$ cat config.mk
export PLATFORM = sky130hd
export DESIGN_NAME = chs_homing
export DESIGN_NICKNAME = d
export VERILOG_FILES = /design/src/design/chs_pkg.sv /design/src/design/chs_homing.sv /design/src/design/chs_ms_tick.sv
export VERILOG_INCLUDE_DIRS = /design/src /design/src/design
export SDC_FILE = /design/constraint.sdc
export NUM_CORES = 1
export LEC_CHECK = 0
export BUFFER_PORTS_ARGS = -buffer_cell sky130_fd_sc_hd__clkbuf_2
export CAP_MARGIN = 20
export CORE_ASPECT_RATIO = 0.9
export CORE_MARGIN = 2
export CORE_UTILIZATION = 39
export CTS_BUF_LIST = sky130_fd_sc_hd__clkbuf_2
export DETAILED_ROUTE_END_ITERATION = 10
export PLACE_DENSITY_LB_ADDON = 0.3
export SYNTH_ARGS = -nofsm -noshare
export SYNTH_HDL_FRONTEND = slang
export SYNTH_SLANG_ARGS = --single-unit
export TNS_END_PERCENT = 100
$ cat constraint.sdc
create_clock -name CLK_SYS -period 21.9 [get_ports CLK_SYS]
set_input_delay 1.095 -clock CLK_SYS [delete_from_list [all_inputs] [get_ports CLK_SYS]]
set_output_delay 1.095 -clock CLK_SYS [all_outputs]
set_load 0.03 [all_outputs]
$ cat src/design/chs_cfg.svh
// Register offsets, field positions, reset values and timing counts of the homing sequencer
`ifndef CHS_CFG_SVH
`define CHS_CFG_SVH

// ----------------------------------------------------------------
// Register byte offsets
// ----------------------------------------------------------------
`define CHS_ADR_CTRL      6'h00
`define CHS_ADR_STATUS    6'h04
`define CHS_ADR_METHOD    6'h08
`define CHS_ADR_TRAVEL    6'h0C
`define CHS_ADR_DWELL     6'h10
`define CHS_ADR_STOP_TQ   6'h14
`define CHS_ADR_POS_TQ    6'h18
`define CHS_ADR_NEG_TQ    6'h1C
`define CHS_ADR_HOME_LO   6'h20
`define CHS_ADR_HOME_HI   6'h24
`define CHS_ADR_IRQ_STAT  6'h28
`define CHS_ADR_IRQ_MASK  6'h2C

// ----------------------------------------------------------------
// Field positions
// ----------------------------------------------------------------
`define CHS_CTRL_IO_MODE  0
`define CHS_CTRL_START    4
`define CHS_STAT_TLC      0
`define CHS_STAT_FAULT    1
`define CHS_STAT_TARGET   10
`define CHS_STAT_ATTAINED 12
`define CHS_IRQ_DONE      0
`define CHS_IRQ_FAULT     1
`define CHS_IRQ_TLC       2
`define CHS_IRQ_W         3

// ----------------------------------------------------------------
// Method codes (two's complement, 8 bits)
// ----------------------------------------------------------------
`define CHS_M_COUNT_FWD   8'hFE
`define CHS_M_COUNT_REV   8'hDE
`define CHS_M_STOP_FWD    8'hFC
`define CHS_M_STOP_REV    8'hDC

// ----------------------------------------------------------------
// Reset values
// ----------------------------------------------------------------
`define CHS_RST_METHOD    8'hFE
`define CHS_RST_TRAVEL    32'h0000_0000
`define CHS_RST_DWELL     16'h0064
`define CHS_RST_TQ        16'h03E8
`define CHS_RST_HOME      16'h0000

// ----------------------------------------------------------------
// Timing
// ----------------------------------------------------------------
`define CHS_CLK_PERIOD_PS 5000
`define CHS_MS_PS         1000000000
`define CHS_MS_CYCLES     (`CHS_MS_PS / `CHS_CLK_PERIOD_PS)

`endif

$ cat src/design/chs_pkg.sv
// Types and method decode helpers of the homing sequencer
`include "chs_cfg.svh"

package chs_pkg;

	// ----------------------------------------------------------------
	// Sequencer states
	// ----------------------------------------------------------------
	typedef enum logic [2:0] {
		CHS_IDLE  = 3'b000,  // Waiting for a start edge
		CHS_SEEK  = 3'b001,  // Running at homing speed
		CHS_SHIFT = 3'b010,  // Covering travel after the switch
		CHS_INDEX = 3'b011,  // Waiting for the first index pulse
		CHS_DWELL = 3'b100,  // Pressed against the stopper
		CHS_DONE  = 3'b101,  // Home attained
		CHS_FAULT = 3'b110   // Aborted
	} chs_state_t;

	// Count-type method of either direction
	function automatic logic chs_is_count(input logic [7:0] m);
		chs_is_count = (m == `CHS_M_COUNT_FWD) || (m == `CHS_M_COUNT_REV);
	endfunction

	// Stopper-type method of either direction
	function automatic logic chs_is_stop(input logic [7:0] m);
		chs_is_stop = (m == `CHS_M_STOP_FWD) || (m == `CHS_M_STOP_REV);
	endfunction

	// Mirrored method: motion runs in reverse
	function automatic logic chs_is_rev(input logic [7:0] m);
		chs_is_rev = (m == `CHS_M_COUNT_REV) || (m == `CHS_M_STOP_REV);
	endfunction

endpackage : chs_pkg

$ cat src/design/chs_homing.sv
// Count-type and stopper-type homing sequencer with Wishbone registers
// Notes on behaviour
// RULE1: after switch edge, cover post-switch travel first
// RULE2: then first index pulse becomes home
// RULE3: switch length irrelevant; only leading edge used
// RULE4: method -34 mirrors -2 direction
// RULE5: method -36 mirrors -4 direction
// RULE6: method -4 uses positive torque limit
// RULE7: method -36 uses negative torque limit
// RULE8: reached torque limit flag survives completion
// RULE9: I/O mode loads home value on completion
// RULE10: home value from two writable parameters
// RULE11: dwell at stopper before declaring home
// RULE12: stopper torque during search, normal otherwise
// RULE13: no reversal at limits; stroke end aborts
// RULE14: configurer keeps stopper search speed low
// RULE15: controller prefers count type for short switches
// RULE16: start bit 4; status bits 10, 12
// RULE17: motion starts well within 10 ms of start
`timescale 1ns/1ps
`include "chs_cfg.svh"

module chs_homing
	import chs_pkg::*;
#(
	parameter int MS_CYCLES = `CHS_MS_CYCLES  // Cycles per millisecond
) (
	// Clock and reset
	input  wire logic        CLK_SYS,
	input  wire logic        RST,
	// Wishbone slave
	input  wire logic        WB_CYC,
	input  wire logic        WB_STB,
	input  wire logic        WB_WE,
	input  wire logic [5:0]  WB_ADR,
	input  wire logic [3:0]  WB_SEL,
	input  wire logic [31:0] WB_DAT_I,
	output logic [31:0]      WB_DAT_O,
	output logic             WB_ACK,
	// Sensors
	input  wire logic        PROX_SW,
	input  wire logic        ENC_INDEX,
	input  wire logic        POS_STEP,
	input  wire logic        TORQUE_AT_LIMIT,
	input  wire logic        STROKE_END,
	// Motion command
	output logic             MOTION_RUN,
	output logic             MOTION_REV,
	output logic             MOTION_CREEP,
	output logic [15:0]      TORQUE_CEILING,
	output logic             TORQUE_LIMIT_REACHED,
	// Position load
	output logic             HOME_POS_LOAD,
	output logic [31:0]      HOME_POS,
	// Interrupt
	output logic             IRQ
);

	// ----------------------------------------------------------------
	// Declarations
	// ----------------------------------------------------------------
	logic             ack_r, ack_nxt;            // Bus answer
	logic [31:0]      rdat_r, rdat_nxt;          // Read data
	logic             io_mode_r, io_mode_nxt;    // I/O mode select
	logic             start_r, start_nxt;        // Control word bit 4
	logic [7:0]       method_r, method_nxt;      // Selected homing method
	logic [31:0]      travel_r, travel_nxt;      // Post-switch travel
	logic [15:0]      dwell_r, dwell_nxt;        // Stopper dwell in ms
	logic [15:0]      stop_tq_r, stop_tq_nxt;    // Stopper search torque
	logic [15:0]      pos_tq_r, pos_tq_nxt;      // Positive torque limit
	logic [15:0]      neg_tq_r, neg_tq_nxt;      // Negative torque limit
	logic [15:0]      home_lo_r, home_lo_nxt;    // Home value, low half
	logic [15:0]      home_hi_r, home_hi_nxt;    // Home value, high half
	logic [2:0]       irq_st_r, irq_st_nxt;      // Sticky event bits
	logic [2:0]       irq_mk_r, irq_mk_nxt;      // Event mask
	chs_state_t       st_r, st_nxt;              // Sequencer state
	logic [31:0]      dist_r, dist_nxt;          // Remaining travel
	logic [15:0]      ms_r, ms_nxt;              // Dwell milliseconds
	logic             prox_d_r, prox_d_nxt;      // Switch, last cycle
	logic             start_d_r, start_d_nxt;    // Start bit, last cycle
	logic             tlc_r, tlc_nxt;            // Torque-limit-reached output
	logic             tlc_hold_r, tlc_hold_nxt;  // Stopper hit latched
	logic             load_r, load_nxt;          // Position load strobe
	logic [31:0]      hpos_r, hpos_nxt;          // Position load value
	logic [15:0]      tq_r, tq_nxt;              // Torque ceiling output
	logic             wr_en;                     // Write takes effect
	logic             ms_tick;                   // Millisecond pulse
	logic             start_edge;                // Start bit rose
	logic             ev_done, ev_fault, ev_tlc; // Events this cycle
	logic [2:0]       ev_vec;                    // Events as a vector
	logic             moving;                    // Sequencer in seek, shift, index or dwell

	// ----------------------------------------------------------------
	// Millisecond timebase
	// ----------------------------------------------------------------
	chs_ms_tick #(
		.MS_CYCLES (MS_CYCLES)
	) u_tick (
		.clk  (CLK_SYS),
		.rst  (RST),
		.clr  (st_r != CHS_DWELL),
		.tick (ms_tick)
	);

	// Writes land on the edge where the master sees ack
	assign wr_en      = WB_CYC && WB_STB && WB_WE && ack_r;
	assign start_edge = start_r && !start_d_r;
	assign moving     = (st_r == CHS_SEEK) || (st_r == CHS_SHIFT) || (st_r == CHS_INDEX)
			|| (st_r == CHS_DWELL);
	assign ev_vec     = {ev_tlc, ev_fault, ev_done};

	// ----------------------------------------------------------------
	// Register file, next values
	// ----------------------------------------------------------------
	// Byte lane 0 is honoured only for the control, method and IRQ registers;
	// the 16- and 32-bit fields are written whole, which software always does anyway
	always_comb begin
		ack_nxt     = WB_CYC && WB_STB && !ack_r;
		rdat_nxt    = 32'h0000_0000;
		io_mode_nxt = io_mode_r;
		start_nxt   = start_r;
		method_nxt  = method_r;
		travel_nxt  = travel_r;
		dwell_nxt   = dwell_r;
		stop_tq_nxt = stop_tq_r;
		pos_tq_nxt  = pos_tq_r;
		neg_tq_nxt  = neg_tq_r;
		home_lo_nxt = home_lo_r;
		home_hi_nxt = home_hi_r;
		irq_mk_nxt  = irq_mk_r;
		irq_st_nxt  = irq_st_r;
		// Read mux, captured while the answer is prepared
		case (WB_ADR)
			`CHS_ADR_CTRL: begin
				rdat_nxt[`CHS_CTRL_IO_MODE] = io_mode_r;
				rdat_nxt[`CHS_CTRL_START]   = start_r;
			end
			`CHS_ADR_STATUS: begin
				rdat_nxt[`CHS_STAT_TLC]      = tlc_r;
				rdat_nxt[`CHS_STAT_FAULT]    = (st_r == CHS_FAULT);
				rdat_nxt[`CHS_STAT_TARGET]   = !moving;               // see RULE16
				rdat_nxt[`CHS_STAT_ATTAINED] = (st_r == CHS_DONE);    // see RULE16
			end
			`CHS_ADR_METHOD:   rdat_nxt[7:0]  = method_r;
			`CHS_ADR_TRAVEL:   rdat_nxt       = travel_r;
			`CHS_ADR_DWELL:    rdat_nxt[15:0] = dwell_r;
			`CHS_ADR_STOP_TQ:  rdat_nxt[15:0] = stop_tq_r;
			`CHS_ADR_POS_TQ:   rdat_nxt[15:0] = pos_tq_r;
			`CHS_ADR_NEG_TQ:   rdat_nxt[15:0] = neg_tq_r;
			`CHS_ADR_HOME_LO:  rdat_nxt[15:0] = home_lo_r;
			`CHS_ADR_HOME_HI:  rdat_nxt[15:0] = home_hi_r;
			`CHS_ADR_IRQ_STAT: rdat_nxt[2:0]  = irq_st_r;
			`CHS_ADR_IRQ_MASK: rdat_nxt[2:0]  = irq_mk_r;
			default:           rdat_nxt       = 32'h0000_0000;  // Unmapped reads zero
		endcase
		// Write decode
		if (wr_en) begin
			case (WB_ADR)
				`CHS_ADR_CTRL: begin
					if (WB_SEL[0]) begin
						io_mode_nxt = WB_DAT_I[`CHS_CTRL_IO_MODE];
						start_nxt   = WB_DAT_I[`CHS_CTRL_START];    // see RULE16
					end
				end
				`CHS_ADR_METHOD:   if (WB_SEL[0]) method_nxt = WB_DAT_I[7:0];
				`CHS_ADR_TRAVEL:   travel_nxt = WB_DAT_I;
				`CHS_ADR_DWELL:    dwell_nxt  = WB_DAT_I[15:0];
				`CHS_ADR_STOP_TQ:  stop_tq_nxt = WB_DAT_I[15:0];
				`CHS_ADR_POS_TQ:   pos_tq_nxt  = WB_DAT_I[15:0];
				`CHS_ADR_NEG_TQ:   neg_tq_nxt  = WB_DAT_I[15:0];
				`CHS_ADR_HOME_LO:  home_lo_nxt = WB_DAT_I[15:0];    // see RULE10
				`CHS_ADR_HOME_HI:  home_hi_nxt = WB_DAT_I[15:0];    // see RULE10
				`CHS_ADR_IRQ_STAT: if (WB_SEL[0]) irq_st_nxt = irq_st_r & ~WB_DAT_I[2:0];
				`CHS_ADR_IRQ_MASK: if (WB_SEL[0]) irq_mk_nxt = WB_DAT_I[2:0];
				default: begin
					// Writes to unmapped offsets are acknowledged and dropped
				end
			endcase
		end
		// A fresh event beats a clear in the same cycle
		irq_st_nxt = irq_st_nxt | ev_vec;
	end

	// Register file, storage
	always_ff @(posedge CLK_SYS or posedge RST) begin
		if (RST) begin
			ack_r     <= 1'b0;
			rdat_r    <= 32'h0000_0000;
			io_mode_r <= 1'b0;
			start_r   <= 1'b0;
			method_r  <= `CHS_RST_METHOD;
			travel_r  <= `CHS_RST_TRAVEL;
			dwell_r   <= `CHS_RST_DWELL;
			stop_tq_r <= `CHS_RST_TQ;
			pos_tq_r  <= `CHS_RST_TQ;
			neg_tq_r  <= `CHS_RST_TQ;
			home_lo_r <= `CHS_RST_HOME;
			home_hi_r <= `CHS_RST_HOME;
			irq_st_r  <= 3'h0;
			irq_mk_r  <= 3'h0;
		end else begin
			ack_r     <= ack_nxt;
			rdat_r    <= rdat_nxt;
			io_mode_r <= io_mode_nxt;
			start_r   <= start_nxt;
			method_r  <= method_nxt;
			travel_r  <= travel_nxt;
			dwell_r   <= dwell_nxt;
			stop_tq_r <= stop_tq_nxt;
			pos_tq_r  <= pos_tq_nxt;
			neg_tq_r  <= neg_tq_nxt;
			home_lo_r <= home_lo_nxt;
			home_hi_r <= home_hi_nxt;
			irq_st_r  <= irq_st_nxt;
			irq_mk_r  <= irq_mk_nxt;
		end
	end

	// ----------------------------------------------------------------
	// Sequencer, next values
	// ----------------------------------------------------------------
	always_comb begin
		st_nxt       = st_r;
		dist_nxt     = dist_r;
		ms_nxt       = ms_r;
		prox_d_nxt   = PROX_SW;
		start_d_nxt  = start_r;
		tlc_hold_nxt = tlc_hold_r;
		load_nxt     = 1'b0;
		hpos_nxt     = hpos_r;
		ev_done      = 1'b0;
		ev_fault     = 1'b0;
		ev_tlc       = 1'b0;
		case (st_r)
			CHS_IDLE, CHS_DONE, CHS_FAULT: begin
				// Start with a known method goes straight to motion, far inside 10 ms; an unknown one faults
				if (start_edge) begin                               // see RULE16
					tlc_hold_nxt = 1'b0;
					ms_nxt       = 16'h0000;
					if (chs_is_count(method_r) || chs_is_stop(method_r)) begin
						st_nxt = CHS_SEEK;                          // see RULE17
					end else begin
						st_nxt   = CHS_FAULT;
						ev_fault = 1'b1;
					end
				end
			end
			CHS_SEEK: begin
				if (chs_is_stop(method_r)) begin
					if (TORQUE_AT_LIMIT) begin                      // see RULE11
						st_nxt       = CHS_DWELL;
						tlc_hold_nxt = 1'b1;                        // see RULE8
						ev_tlc       = 1'b1;
					end
				end else if (PROX_SW && !prox_d_r) begin
					// Only the leading edge counts; the far end is never looked at
					st_nxt   = (travel_r == 32'h0000_0000) ? CHS_INDEX : CHS_SHIFT; // see RULE3
					dist_nxt = travel_r;                            // see RULE1
				end
			end
			CHS_SHIFT: begin
				if (POS_STEP) begin
					dist_nxt = dist_r - 32'h0000_0001;
					if (dist_r == 32'h0000_0001) begin
						st_nxt = CHS_INDEX;                         // see RULE1
					end
				end
			end
			CHS_INDEX: begin
				if (ENC_INDEX) begin                                // see RULE2
					st_nxt  = CHS_DONE;
					ev_done = 1'b1;
				end
			end
			CHS_DWELL: begin
				if (ms_tick) begin
					ms_nxt = ms_r + 16'h0001;
				end
				if (ms_r >= dwell_r) begin                          // see RULE11
					st_nxt  = CHS_DONE;
					ev_done = 1'b1;
				end
			end
			default: begin
				st_nxt = CHS_IDLE;
			end
		endcase
		// Stroke end stops the search; no turning back is attempted
		if (moving && STROKE_END) begin                             // see RULE13
			st_nxt   = CHS_FAULT;
			ev_fault = 1'b1;
			ev_done  = 1'b0;
		end
		// Completion loads the home value in I/O mode only
		if (ev_done && !(moving && STROKE_END) && io_mode_r) begin  // see RULE9
			load_nxt = 1'b1;
			hpos_nxt = {home_hi_r, home_lo_r};                      // see RULE10
		end
	end

	// Motion outputs derived from the next state
	always_comb begin
		// Stopper torque only during seek and dwell of a stopper method; direction limits otherwise
		if (chs_is_stop(method_r) && ((st_nxt == CHS_SEEK) || (st_nxt == CHS_DWELL))) begin
			tq_nxt = stop_tq_r;                                     // see RULE12
		end else if (chs_is_rev(method_r)) begin
			tq_nxt = neg_tq_r;                                      // see RULE7
		end else begin
			tq_nxt = pos_tq_r;                                      // see RULE6
		end
		tlc_nxt = tlc_hold_nxt || TORQUE_AT_LIMIT;                  // see RULE8
	end

	// Sequencer storage
	always_ff @(posedge CLK_SYS or posedge RST) begin
		if (RST) begin
			st_r       <= CHS_IDLE;
			dist_r     <= 32'h0000_0000;
			ms_r       <= 16'h0000;
			prox_d_r   <= 1'b0;
			start_d_r  <= 1'b0;
			tlc_hold_r <= 1'b0;
			tlc_r      <= 1'b0;
			load_r     <= 1'b0;
			hpos_r     <= 32'h0000_0000;
			tq_r       <= `CHS_RST_TQ;
		end else begin
			st_r       <= st_nxt;
			dist_r     <= dist_nxt;
			ms_r       <= ms_nxt;
			prox_d_r   <= prox_d_nxt;
			start_d_r  <= start_d_nxt;
			tlc_hold_r <= tlc_hold_nxt;
			tlc_r      <= tlc_nxt;
			load_r     <= load_nxt;
			hpos_r     <= hpos_nxt;
			tq_r       <= tq_nxt;
		end
	end

	// ----------------------------------------------------------------
	// Outputs
	// ----------------------------------------------------------------
	assign WB_ACK               = ack_r;
	assign WB_DAT_O             = rdat_r;
	// Motion holds still while the dwell runs against the stopper
	assign MOTION_RUN           = (st_r == CHS_SEEK) || (st_r == CHS_SHIFT)
			|| (st_r == CHS_INDEX);
	assign MOTION_REV           = chs_is_rev(method_r);         // see RULE4 see RULE5
	assign MOTION_CREEP         = (st_r == CHS_SHIFT) || (st_r == CHS_INDEX);
	assign TORQUE_CEILING       = tq_r;
	assign TORQUE_LIMIT_REACHED = tlc_r;
	assign HOME_POS_LOAD        = load_r;
	assign HOME_POS             = hpos_r;
	assign IRQ                  = |(irq_st_r & irq_mk_r);

endmodule // chs_homing

$ cat src/design/chs_ms_tick.sv
// Millisecond tick generator for the homing sequencer
`timescale 1ns/1ps
`include "chs_cfg.svh"

module chs_ms_tick #(
	parameter int MS_CYCLES = `CHS_MS_CYCLES  // Clock cycles per millisecond
) (
	// Clock and reset
	input  wire logic clk,
	input  wire logic rst,
	// Control
	input  wire logic clr,    // Restart the millisecond phase
	output logic      tick    // One-cycle pulse each millisecond
);

	logic [31:0] cnt_r;    // Cycle count within the millisecond
	logic [31:0] cnt_nxt;  // Next count
	logic        tick_r;   // Registered tick
	logic        tick_nxt; // Next tick

	// ----------------------------------------------------------------
	// Next count
	// ----------------------------------------------------------------
	// Clearing keeps the first dwell millisecond a full one
	always_comb begin
		cnt_nxt  = cnt_r + 32'h0000_0001;
		tick_nxt = 1'b0;
		if (clr) begin
			cnt_nxt = 32'h0000_0000;
		end else if (cnt_r >= 32'(MS_CYCLES - 1)) begin
			cnt_nxt  = 32'h0000_0000;
			tick_nxt = 1'b1;
		end
	end

	// Register stage
	always_ff @(posedge clk or posedge rst) begin
		if (rst) begin
			cnt_r  <= 32'h0000_0000;
			tick_r <= 1'b0;
		end else begin
			cnt_r  <= cnt_nxt;
			tick_r <= tick_nxt;
		end
	end

	assign tick = tick_r;

endmodule // chs_ms_tick

## After elaboration in Yosys (flattened, before gate mapping)

Cells that the tools add are included.

- Register bits after elaboration: 314
- Bits of input ports: 52
- Memory bits (read-only): 0
- Memories kept: 0
- Output and inout port bits: 87
- RAM bits: 0
- Bits in latches: 0
- Logic and storage cells: 165

- Add/subtract/negate cells: 3
- Multiplexer cells: 56
- Divide/modulo/power cells: 0
- Shift operators: 0
- Eq/ne operators: 30
- $lt $le $gt $ge: 2
- Bitwise operators: 4
- Reduce and logical (&&, ||, !) cells: 44
- Multiply operators: 0

Operator list:

| cell | number |
|---|---|
| 32-bit two-way mux | 5 |
| 16-bit two-way mux | 5 |
| 32-bit case mux with 2 select lines | 1 |
| 3-bit two-way mux | 13 |
| 32-bit by 1-bit adder with 32-bit output, second input constant | 1 |
| 32-bit by 1-bit == test with 1-bit output, second input constant | 1 |
| 8-bit == test, second input constant | 4 |
| 32-bit by 18-bit greater-or-equal comparator with 1-bit output, second input constant | 1 |
| 32-bit zero test | 1 |
| 16-bit case mux with 2 select lines | 1 |
| 32-bit by 1-bit subtractor with 32-bit output, second input constant | 1 |
| 6-bit by 5-bit == test with 1-bit output, second input constant | 4 |
| 6-bit == test, second input constant | 4 |
| 1-bit case mux with 8 select lines | 3 |
| 3-bit case mux with 8 select lines | 1 |
| 3-bit case mux with 7 select lines | 1 |
| 1-bit two-way mux | 17 |
| 16-bit by 1-bit adder with 16-bit output, second input constant | 1 |
| 16-bit greater-or-equal comparator | 1 |
| 3-bit case mux with 5 select lines | 1 |
| 2-bit case mux with 7 select lines | 1 |
| 2-bit AND reduction | 7 |
| 3-bit == test, second input constant | 4 |
| 6-bit by 4-bit == test with 1-bit output, second input constant | 2 |
| other kinds (24) | 58 |

## Longest topological paths before layout

Gate-level depths: netlist (run 1).

- Word-level depth: 11
- Gate-level depth with buffers: 10
- Depth with buffers taken out: 9

## By module

A second synthesis (run 1) with hierarchy kept.

- Cells, all modules: 1222
- Area total of the unflattened synthesis: 14315.0 um^2

Modules (own cells, without submodules):

| module | cells each | area each (um^2) | times used | sequential area each (um^2) |
|---|---|---|---|---|
| chs_homing | 1099 | 12934.9 | 1 | 7074.3 |
| chs_ms_tick | 123 | 1380.1 | 1 | 825.8 |

## Least setup slack after synthesis (run 1)

OpenSTA, ideal clock, no wires.

- Path type: reg2out
- Start: register method_r[7]
- End: output port MOTION_REV
- Arrival time: 1.833 ns
- Required time: 20.805 ns
- Slack: 18.972 ns
- Cell stages (with the launch flop): 5
- Path through: dfstp_2 nand4_1 or2_1 nor2_1 clkbuf_1

- Longest elaborated chain between the ends: 2
- Elaborated cells on any way between the ends: 3
- Those cells by class: 2 x eq/ne; 1 x reduce/logical

Ends and longest elaborated chain:

| element | RTL line | RTL |
|---|---|---|
| start, declared | chs_homing.sv:66 | `logic [7:0] method_r, method_nxt;` |
| start signal, assigned | chs_homing.sv:191 | `` method_r <= `CHS_RST_METHOD; `` |
| start signal, assigned | chs_homing.sv:206 | `method_r <= method_nxt;` |
| 8-bit == test (no source line) | -- |  |
| 1-bit logical OR * | chs_pkg.sv:31 | `` chs_is_rev = (m == `CHS_M_COUNT_REV) \|\| (m == `CHS_M_STOP_REV); `` |
| end, declared | chs_homing.sv:48 | `output logic MOTION_REV,` |

Every way passes the cells marked *; elsewhere a longest branch is shown, timed or not.

## Worst setup path after layout (run 1)

Ends and elaborated chain as after synthesis.

==> results of run 1 <==
## final cells by class
cell class	instances	area (um^2)	area share, %
repair buffers	152	823	5.13
flip-flops and latches	314	7900	49.2
clock buffers	113	566	3.52
diodes	2	5.00	0.0312
well taps	476	596	3.71
clock inverters	20	114	0.709
multi-input cells	802	5910	36.8
inverters	36	143	0.888
## logic make-up after synthesis
kind of cell | Yosys count | synth area share [%]
xor gates and xnor gates | 27 | 1.68
adders and majority gates | 20 | 1.77
muxes | 205 | 16.6
and+or+nand+nor | 326 | 11.5
other | 1 | 0.0266
buffers and inverters | 88 | 2.57
DFF | 314 | 56.0
AOI/OAI and AO/OA | 210 | 9.86
## power groups by stage
stage	clock (mW)	combinational (mW)	sequential, mW
2_1_floorplan	0	0.167	0.644
3_3_place_gp	0	0.207	0.657
3_5_place_dp	0	0.212	0.658
4_1_cts	0.404	0.213	0.647
5_1_grt	0.435	0.238	0.654
6_report	0.388	0.212	0.648
## worst max-delay path: cells and delay by family, from the launching register on
| kind | cells | cell delay, ns |
|---|---|---|
| simple gates | 3 | 1.25 |
| flops | 1 | 0.57 |
| buf+inv | 2 | 0.64 |
## metal layers
metal / track usage [%] / share of wire [%] / vias up
met5: 0 / 0.035 / -
met4: 6.49 / 1.8 / 2
met3: 4.23 / 6.4 / 64
met2: 31.8 / 47 / 353
met1: 27.5 / 45 / 5171
li1: - / - / 4732
## registers in the layout, indices dropped and copies added (netlist names), 3 cells and up
name and flops:
HOME_POS 32, WB_DAT_O 32, dist_r 32, travel_r 32, u_tick.cnt_r 32, TORQUE_CEILING 16, dwell_r 16, home_hi_r 16
home_lo_r 16, ms_r 16, neg_tq_r 16, pos_tq_r 16, stop_tq_r 16, method_r 8, irq_mk_r 3, irq_st_r 3
st_r 3
## synth_stat cells, types with 3 or more instances
cell type  instances
dfrtp_1          280
mux2_2           195
nor2_1            80
nand2_1           75
a21oi_1           51
o21ai_0           49
a22oi_1           42
clkbuf_1          38
inv_1             36
nand3_1           35
dfstp_2           34
nor3_1            27
ha_1              20
xor2_1            19
and2_1            18
nor4_1            18
nand4_1           17
or3_1             12
mux2_4            10
a222oi_1           9
and3_1             9
nand2b_1           9
a221oi_1           8
xnor2_1            8
buf_1              7
a21o_1             6
a22o_1             5
a31oi_1            5
nor2b_1            5
o22ai_1            5
buf_2              4
nand3b_1           4
o2bb2ai_1          4
and4_1             3
o21a_1             3
or4_1              3
## worst paths after layout
| path | end | slack, ns | depth (start not counted) |
|---|---|---|---|
| max | MOTION_REV | 17.44 | 5 |
| min | HOME_POS[8]$_DFFE_PP0P_ | 0.37 | 2 |
| max reg2reg | TORQUE_CEILING[1]$_DFF_PP0_ | 18.05 | 7 |
| min reg2reg | WB_ACK$_DFF_PP0_ | 0.45 | 1 |
| max in group asynchronous | dist_r[17]$_DFFE_PP0P_ | 20.00 | 3 |
| min in group CLK_SYS | prox_d_r$_DFF_PP0_ | 0.37 | 1 |
==> results.json, run 1 <==
{
  "outcome": "finished clean",
  "vias_per_cell": 5.39,
  "synth_top_area_share_pct": 49.7,
  "worst-endpoint-arrival_ns": 3.36,
  "wl_per_cell_um": 19.5,
  "hold-worst-slack_ns": 0.368,
  "seqPwrFrac_pct": 51.9,
  "ys_types": 64,
  "cts.sinks": 314,
  "required_ns": 20.81,
  "yosys_warnings": 0,
  "htreeDepth": 3,
  "critPathLaunchType": "flip-flop",
  "grt_usage_pct": 20.1,
  "fin_skew_ns": 0.0890,
  "max_stage_delay_ns": 0.66,
  "syn_area_per_cell_um2": 11.8,
  "area_growth_pct": 13.8,
  "pwr-share-comb_pct": 17.0,
  "syn-cell-area_um2": 14100,
  "post-synth-top-area-cell": "dfrtp_1",
  "n_fill_cell": 3407,
  "port_buffers": 135,
  "postLayoutCellArea_um2": 16100,
  "die_area_um2": 37700,
  "syn_inst": 1191,
  "min_period_ns": 4.46,
  "synth-edff-count": 0,
  "hold_class": "input port to async pin",
  "dp_slack_ns": 18.10,
  "synth.area.top_cells": "dfrtp_1 (50%), mux2_2 (16%), dfstp_2 (6.3%), a22oi_1 (2.2%), nor2_1 (2.1%)",
  "synth_seq_area_share_pct": 56.0,
  "path_class": "flip-flop to output pin",
  "ys_ff_latch": 314,
  "relSlewSlack_pct": 23.7,
  "path_cells": "nand4_1 -> or2_1 -> nor2_1 -> buf_4 -> clkbuf_2",
  "cts_buffer_depth": 3,
  "r2r-start": "st_r[2]$_DFF_PP0_",
  "cts-root-buf": "clkbuf_2",
  "final_hold_viol_count": 0,
  "slew_violations": 0,
  "worst_slack_ns": 17.44,
  "vias": 10300,
  "fp.dieH_um": 184,
  "tightest_slew_ns": 1.14,
  "initial_core_util_pct": 39.3,
  "irDropWorstVdd_mv": 0.0360,
  "critPathMaxFanout": 11,
  "drc": 0,
  "path_clk_slew_ns": 0.13,
  "final_core_utilization_pct": 44.7,
  "place_inst": 1780,
  "dr.pass1.iters": 5,
  "drv_cap": 0,
  "finalNonFillerCells": 1915,
  "drtIter0Drc": 748,
  "startpoint": "method_r[7]$_DFFE_PP1P_",
  "synth_async_sr_flop_share_pct": 100,
  "post-cts-setup-buffers": 0,
  "dpl-instance-area_um2": 15400,
  "cts_hold_buf": 0,
  "p_leak_nw": 7.92,
  "swShare_pct": 33.4,
  "grt_setup_unrepaired": "false",
  "post-route-period-util_pct": 20.4,
  "p_per_area_nw_per_um2": 77.8,
  "nNetsFinal": 1458,
  "finalSetupViolCount": 0,
  "cts_resized": 0,
  "grt_max_degree": 186,
  "cts_tree": "built",
  "p_clk_share_pct": 31.1,
  "endpoint_kind": "output pin",
  "core_region_area_um2": 35900,
  "grt_pass1_wl_um": 58300,
  "power_mw": 1.25,
  "final_cell_mix": "dfrtp_1 (280), clkbuf_2 (248), mux2_2 (195)",
  "ys.flop_type": "dfrtp_1",
  "p_int_mw": 0.831,
  "final_layout_size_suffix_gt1_share_pct": 36.7,
  "tns_ns": 0,
  "grt_pass1_vias": 10200,
  "drt_wl_total_um": 37200,
  "postRouteAntennaNets": 0,
  "grt-ovfl-total": 0,
  "cts_made_buffers": 80,
  "clkLatencyLatePin_ns": 0.92,
  "p_sw_mw": 0.417,
  "fmaxAchievable_mhz": 224,
  "die_x_um": 205,
  "gp_congestion": 0.850,
  "cp_slowest_cell": "nor2_1",
  "final_common_cell": "dfrtp_1",
  "core.rowCount": 66,
  "antenna_found_initial": 2,
  "dp_hpwl_um": 24600,
  "ios": 139
}
No activity file was read; power rests on OpenSTA's default activity.
==> run 2: changes to the inputs <==
==> constraint.sdc (replaced) <==
create_clock -name CLK_SYS -period 4.57 [get_ports CLK_SYS]
set_input_delay 0.2285 -clock CLK_SYS [delete_from_list [all_inputs] [get_ports CLK_SYS]]
set_output_delay 0.2285 -clock CLK_SYS [all_outputs]
set_load 0.03 [all_outputs]
==> run 2 against run 1 <==
Against the previous run:
- total power rose to 5.0 times the previous value
- die area unchanged
- core utilization rose by 2.0 points
- register-to-register slack got worse by 17 ns
- clock skew is 0.014 ns lower
- flip-flop and latch count stayed put
- combinational power increased to 5.1 times the previous value
- global-route usage grew 0.35 points
- worst setup slack lost 17 ns
- clock power grew to 5.2 times the previous value
- wire length grew 1.5%
- largest cell class unchanged
- largest power group unchanged
==> results.json, run 2 (synthesized netlist as in run 1, its figures left out) <==
{
  "dr.pass1.iters": 5,
  "vias": 10600,
  "relSlewSlack_pct": 27.2,
  "tightest_slew_ns": 1.09,
  "nNetsFinal": 1521,
  "clkLatencyLatePin_ns": 0.95,
  "grt_usage_pct": 20.4,
  "vias_per_cell": 5.32,
  "final_hold_viol_count": 0,
  "cts-root-buf": "clkbuf_2",
  "grt_max_degree": 129,
  "finalSetupViolCount": 0,
  "irDropWorstVdd_mv": 0.181,
  "grt_pass1_vias": 10700,
  "final_common_cell": "dfrtp_1",
  "power_mw": 6.21,
  "cts_tree": "built",
  "required_ns": 5.38,
  "core_region_area_um2": 35900,
  "initial_core_util_pct": 39.3,
  "drv_cap": 0,
  "post-route-period-util_pct": 81.2,
  "drc": 0,
  "gp_congestion": 0.853,
  "regArea_um2": 7900,
  "core.rowCount": 66,
  "area_growth_pct": 18.8,
  "n_fill_cell": 3357,
  "path_class": "flip-flop to flip-flop",
  "wl_per_cell_um": 19.0,
  "critPathMaxFanout": 17,
  "slew_violations": 0,
  "final_layout_size_suffix_gt1_share_pct": 35.9,
  "multiInputGateArea_um2": 5910,
  "fin_skew_ns": 0.0746,
  "die_area_um2": 37700,
  "worst-endpoint-arrival_ns": 4.52,
  "cts_buffer_depth": 3,
  "port_buffers": 135,
  "antenna_found_initial": 4,
  "hold_class": "input port to flip-flop",
  "hold-worst-slack_ns": 0.0942,
  "grt_setup_unrepaired": "false",
  "p_leak_nw": 8.22,
  "fmaxAchievable_mhz": 269,
  "final_cell_mix": "dfrtp_1 (280), clkbuf_2 (249), mux2_2 (195)",
  "grt_pass1_wl_um": 59400,
  "drt_wl_total_um": 37800,
  "grt-ovfl-total": 0,
  "tns_ns": 0,
  "outcome": "finished clean",
  "cts.sinks": 314,
  "htreeDepth": 3,
  "p_per_area_nw_per_um2": 370,
  "die_x_um": 205,
  "min_period_ns": 3.71,
  "reg2reg_depth": 8,
  "post-cts-setup-buffers": 0,
  "endpoint_kind": "flip-flop",
  "drtIter0Drc": 694,
  "critPathLaunchType": "flip-flop",
  "cts_made_buffers": 83,
  "path_clk_slew_ns": 0.10,
  "fp.dieH_um": 184,
  "hold_depth": 5,
  "postRouteAntennaNets": 0,
  "ios": 139,
  "dp_hpwl_um": 25000
}
-- run 2: changes by cell type in the layout (fill, tap and decap cells not counted), moves of 2 or more --
cell | previous run | this run
buf_4 | 15 | 22
clkinv_1 | 12 | 19
clkinv_2 | 3 | 9
clkinvlp_4 | 1 | 4
dlygate4sd3_1 | 0 | 53
inv_2 | 2 | 0
-- run 2: path summary, 6_finish.rpt --
| path | start | end | slack (ns) |
|---|---|---|---|
| max | st_r[2]$_DFF_PP0_ | TORQUE_CEILING[14]$_DFF_PP0_ | 0.86 |
| min | WB_ADR[3] | irq_mk_r[1]$_DFFE_PP0P_ | 0.09 |
| max reg2reg | st_r[2]$_DFF_PP0_ | TORQUE_CEILING[14]$_DFF_PP0_ | 0.86 |
| min reg2reg | WB_ACK$_DFF_PP0_ | WB_ACK$_DFF_PP0_ | 0.46 |
| max in group asynchronous | RST | u_tick.cnt_r[7]$_DFF_PP0_ | 3.13 |
| min in group asynchronous | RST | WB_DAT_O[8]$_DFF_PP0_ | 0.34 |
-- run 2: per-stage QoR --
| step | setup slack (ns) | instances | util, % | area [um^2] |
|---|---|---|---|---|
| after global placement | 0.961 | 1786 | 42.9 | 15400 |
| after floorplan | 0.186 | 1204 | - | 14200 |
| after detailed placement | 0.918 | 1786 | 42.9 | 15400 |
| after CTS | 0.837 | 1989 | 46.6 | 16700 |
| after global routing | 0.577 | 1993 | 46.7 | 16800 |
| final | 0.857 | 1993 | 46.7 | 16800 |
-- run 2: area by class of cell --
cell class	count	share of cell area, %
antenna	3	0.0448
clock buffer	114	3.40
clock inverter	36	1.34
inverter	36	0.828
multi-input combinational	802	35.2
sequential	314	47.1
tap	476	3.55
timing repair buffer	212	8.46
-- run 2: worst max-delay path, cell delays in order (launching register included) --
cell and delay [ns]:
dfrtp_1 0.65, xor2_1 0.22, o21ai_1 0.11, and2_1 0.40
a2111oi_0 0.80, nor2_1 0.17, a2bb2oi_4 0.65, buf_4 0.29
mux2_4 0.30
-- run 2: timing repair --
| action | in CTS | in global routing |
|---|---|---|
| hold endpoints to repair | 471 | 0 |
| hold buffers | 53 | 0 |
| resized for setup | 0 | 0 |
-- run 2: where the power goes --
part | switching (mW) | internal (mW) | leakage [nW]
registers | 0.183 | 2.92 | 4.17
clock network | 1.22 | 0.811 | 0.580
logic | 0.680 | 0.396 | 3.47
-- run 2: metal layers --
layer | part of all wire [%] | vias to the layer above | GRT usage [%]
met3 | 6.5 | 79 | 4.07
li1 | - | 4890 | -
met4 | 2.8 | 0 | 8.20
met1 | 44 | 5273 | 27.7
met5 | 0 | - | 0
met2 | 46 | 363 | 32.1
==> run 3: changes to the inputs <==
==> constraint.sdc (replaced) <==
create_clock -name CLK_SYS -period 3.5 [get_ports CLK_SYS]
set_input_delay 0.175 -clock CLK_SYS [delete_from_list [all_inputs] [get_ports CLK_SYS]]
set_output_delay 0.175 -clock CLK_SYS [all_outputs]
set_load 0.03 [all_outputs]
==> run 3 against run 2 <==
Against the previous run:
- hold slack better by 0.0081 ns
- first-iteration DRC count up 2.2%
- flip-flop and latch count unchanged
- die area unchanged
- non-clock buffer count up 15
- sequential power up 30%
- critical endpoint is now method_r[5]$_DFFE_PP1P_
- highest routed layer is now met5
==> results.json, run 3 (synthesized netlist as in run 1, its figures left out) <==
{
  "outcome": "finished clean",
  "dpl-instance-area_um2": 15500,
  "initial_core_util_pct": 39.3,
  "gp_congestion": 0.821,
  "required_ns": 4.37,
  "vias_per_cell": 5.35,
  "core_region_area_um2": 35900,
  "finalSetupViolCount": 0,
  "irDropWorstVdd_mv": 0.210,
  "critPathMaxFanout": 10,
  "post-route-period-util_pct": 87.8,
  "dp_slack_ns": 0.518,
  "antenna_found_initial": 2,
  "p_clk_share_pct": 31.1,
  "grt_pass1_vias": 10700,
  "grt_usage_pct": 20.7,
  "p_per_area_nw_per_um2": 471,
  "regArea_um2": 7900,
  "final_layout_size_suffix_gt1_share_pct": 35.7,
  "die_area_um2": 37700,
  "grt_setup_unrepaired": "false",
  "drtIter0Drc": 709,
  "clkLatencyLatePin_ns": 0.94,
  "area_growth_pct": 19.5,
  "fmaxAchievable_mhz": 325,
  "seqPwrFrac_pct": 50.8,
  "finalNonFillerCells": 2002,
  "wl_per_cell_um": 19.1,
  "path_class": "input port to flip-flop",
  "drv_cap": 0,
  "place_inst": 1787,
  "cts-root-buf": "clkbuf_2",
  "swShare_pct": 33.3,
  "cts.sinks": 314,
  "dr.pass1.iters": 5,
  "cts_resized": 0,
  "final_common_cell": "dfrtp_1",
  "drt_wl_total_um": 38200,
  "endpoint_kind": "flip-flop",
  "grt-ovfl-total": 0,
  "final_cell_mix": "dfrtp_1 (280), clkbuf_2 (261), mux2_2 (195)",
  "pwr-share-comb_pct": 18.0,
  "worst_slack_ns": 0.425,
  "nNetsFinal": 1534,
  "n_fill_cell": 3321,
  "dp_hpwl_um": 25200,
  "cts_made_buffers": 81,
  "port_buffers": 135,
  "cts_tree": "built",
  "critPathLaunchType": "input port",
  "final_core_utilization_pct": 46.9,
  "relSlewSlack_pct": 28.1,
  "grt_pass1_wl_um": 60200,
  "ios": 139,
  "vias": 10700,
  "multiInputGateArea_um2": 5910,
  "p_leak_nw": 8.29,
  "startpoint": "WB_STB",
  "final_hold_viol_count": 0,
  "p_sw_mw": 2.65,
  "hold_start": "WB_DAT_I[26]",
  "tightest_slew_ns": 1.08,
  "p_int_mw": 5.29,
  "die_x_um": 205,
  "grt_max_degree": 96,
  "r2r-start": "ms_r[0]$_DFFE_PP0P_",
  "min_period_ns": 3.07,
  "path_clk_slew_ns": 0.11,
  "htreeDepth": 3,
  "postRouteAntennaNets": 0,
  "slew_violations": 0,
  "worst-endpoint-arrival_ns": 3.95,
  "hold_class": "input port to flip-flop",
  "drc": 0,
  "fin_skew_ns": 0.0922,
  "core.rowCount": 66,
  "postLayoutCellArea_um2": 16900,
  "fp.dieH_um": 184,
  "cts_buffer_depth": 3
}
[run 3: cell count changes in the layout (fill, tap and decap cells not counted), sizes merged]
cell / before / now
inv: 36 / 37
clkinvlp: 4 / 2
clkinv: 30 / 17
dlygate4sd3: 53 / 68
clkbuf: 249 / 261
bufinv: 2 / 0
diode: 3 / 1
[run 3: layer usage]
metal | wire length (um) | up-vias | global-route usage [%]
met5 | 11 | - | 0
met4 | 946 | 2 | 7.59
met3 | 2070 | 81 | 4.26
met2 | 17500 | 356 | 31.8
met1 | 17600 | 5342 | 28.9
li1 | - | 4926 | -
[run 3: repair_timing]
item,4_1_cts,5_1_grt
buffers inserted,0,0
hold buffers,68,0
hold endpoints to repair,480,0
[run 3: final cells by class]
cell class	instances	share of cell area (%)
timing repair buffer	227	9.48
clock buffer	126	3.74
tap	476	3.53
sequential	314	46.9
multi-input combinational	802	35.0
clock inverter	20	0.512
antenna	1	0.0148
inverter	36	0.824
[run 3: power groups by stage]
stage | logic [mW] | registers (mW) | clock network, mW
floorplan | 1.05 | 4.03 | 0
global placement | 1.34 | 4.09 | 0
detailed placement | 1.37 | 4.10 | 0
CTS | 1.44 | 4.03 | 2.57
global route | 1.62 | 4.07 | 2.77
finish | 1.43 | 4.04 | 2.47
[run 3: stage by stage]
| step | hold WS, ns | total power [mW] | TNS [ns] |
|---|---|---|---|
| 2_1_floorplan | 0.206 | 5.08 | -232.43 |
| 3_3_place_gp | 0.302 | 5.43 | 0 |
| 3_5_place_dp | 0.322 | 5.47 | 0 |
| 4_1_cts | 0.000779 | 8.04 | 0 |
| 5_1_grt | 0.000929 | 8.46 | 0 |
| 6_report | 0.102 | 7.94 | 0 |
[run 3: path summary, 6_finish.rpt]
path	to	slack (ns)	cells past startpoint
worst max-delay path	method_r[5]$_DFFE_PP1P_	0.43	10
worst max register to register	HOME_POS[0]$_DFFE_PP0P_	0.47	10
min in group asynchronous	HOME_POS[24]$_DFFE_PP0P_	0.47	4
worst min-delay path	travel_r[26]$_DFFE_PP0P_	0.10	3
max in group asynchronous	TORQUE_CEILING[3]$_DFF_PP1_	2.01	5
worst min register to register	tlc_hold_r$_DFF_PP0_	0.48	1
[run 3: critical path, cell delays in order]
cell	delay (ns)
dlygate4sd3_1	0.52
clkbuf_2	0.09
dlygate4sd3_1	0.54
nand2_1	0.05
dlygate4sd3_1	0.57
nor2_1	0.40
buf_4	0.26
nand3_1	0.29
dlygate4sd3_1	0.74
mux2_2	0.29
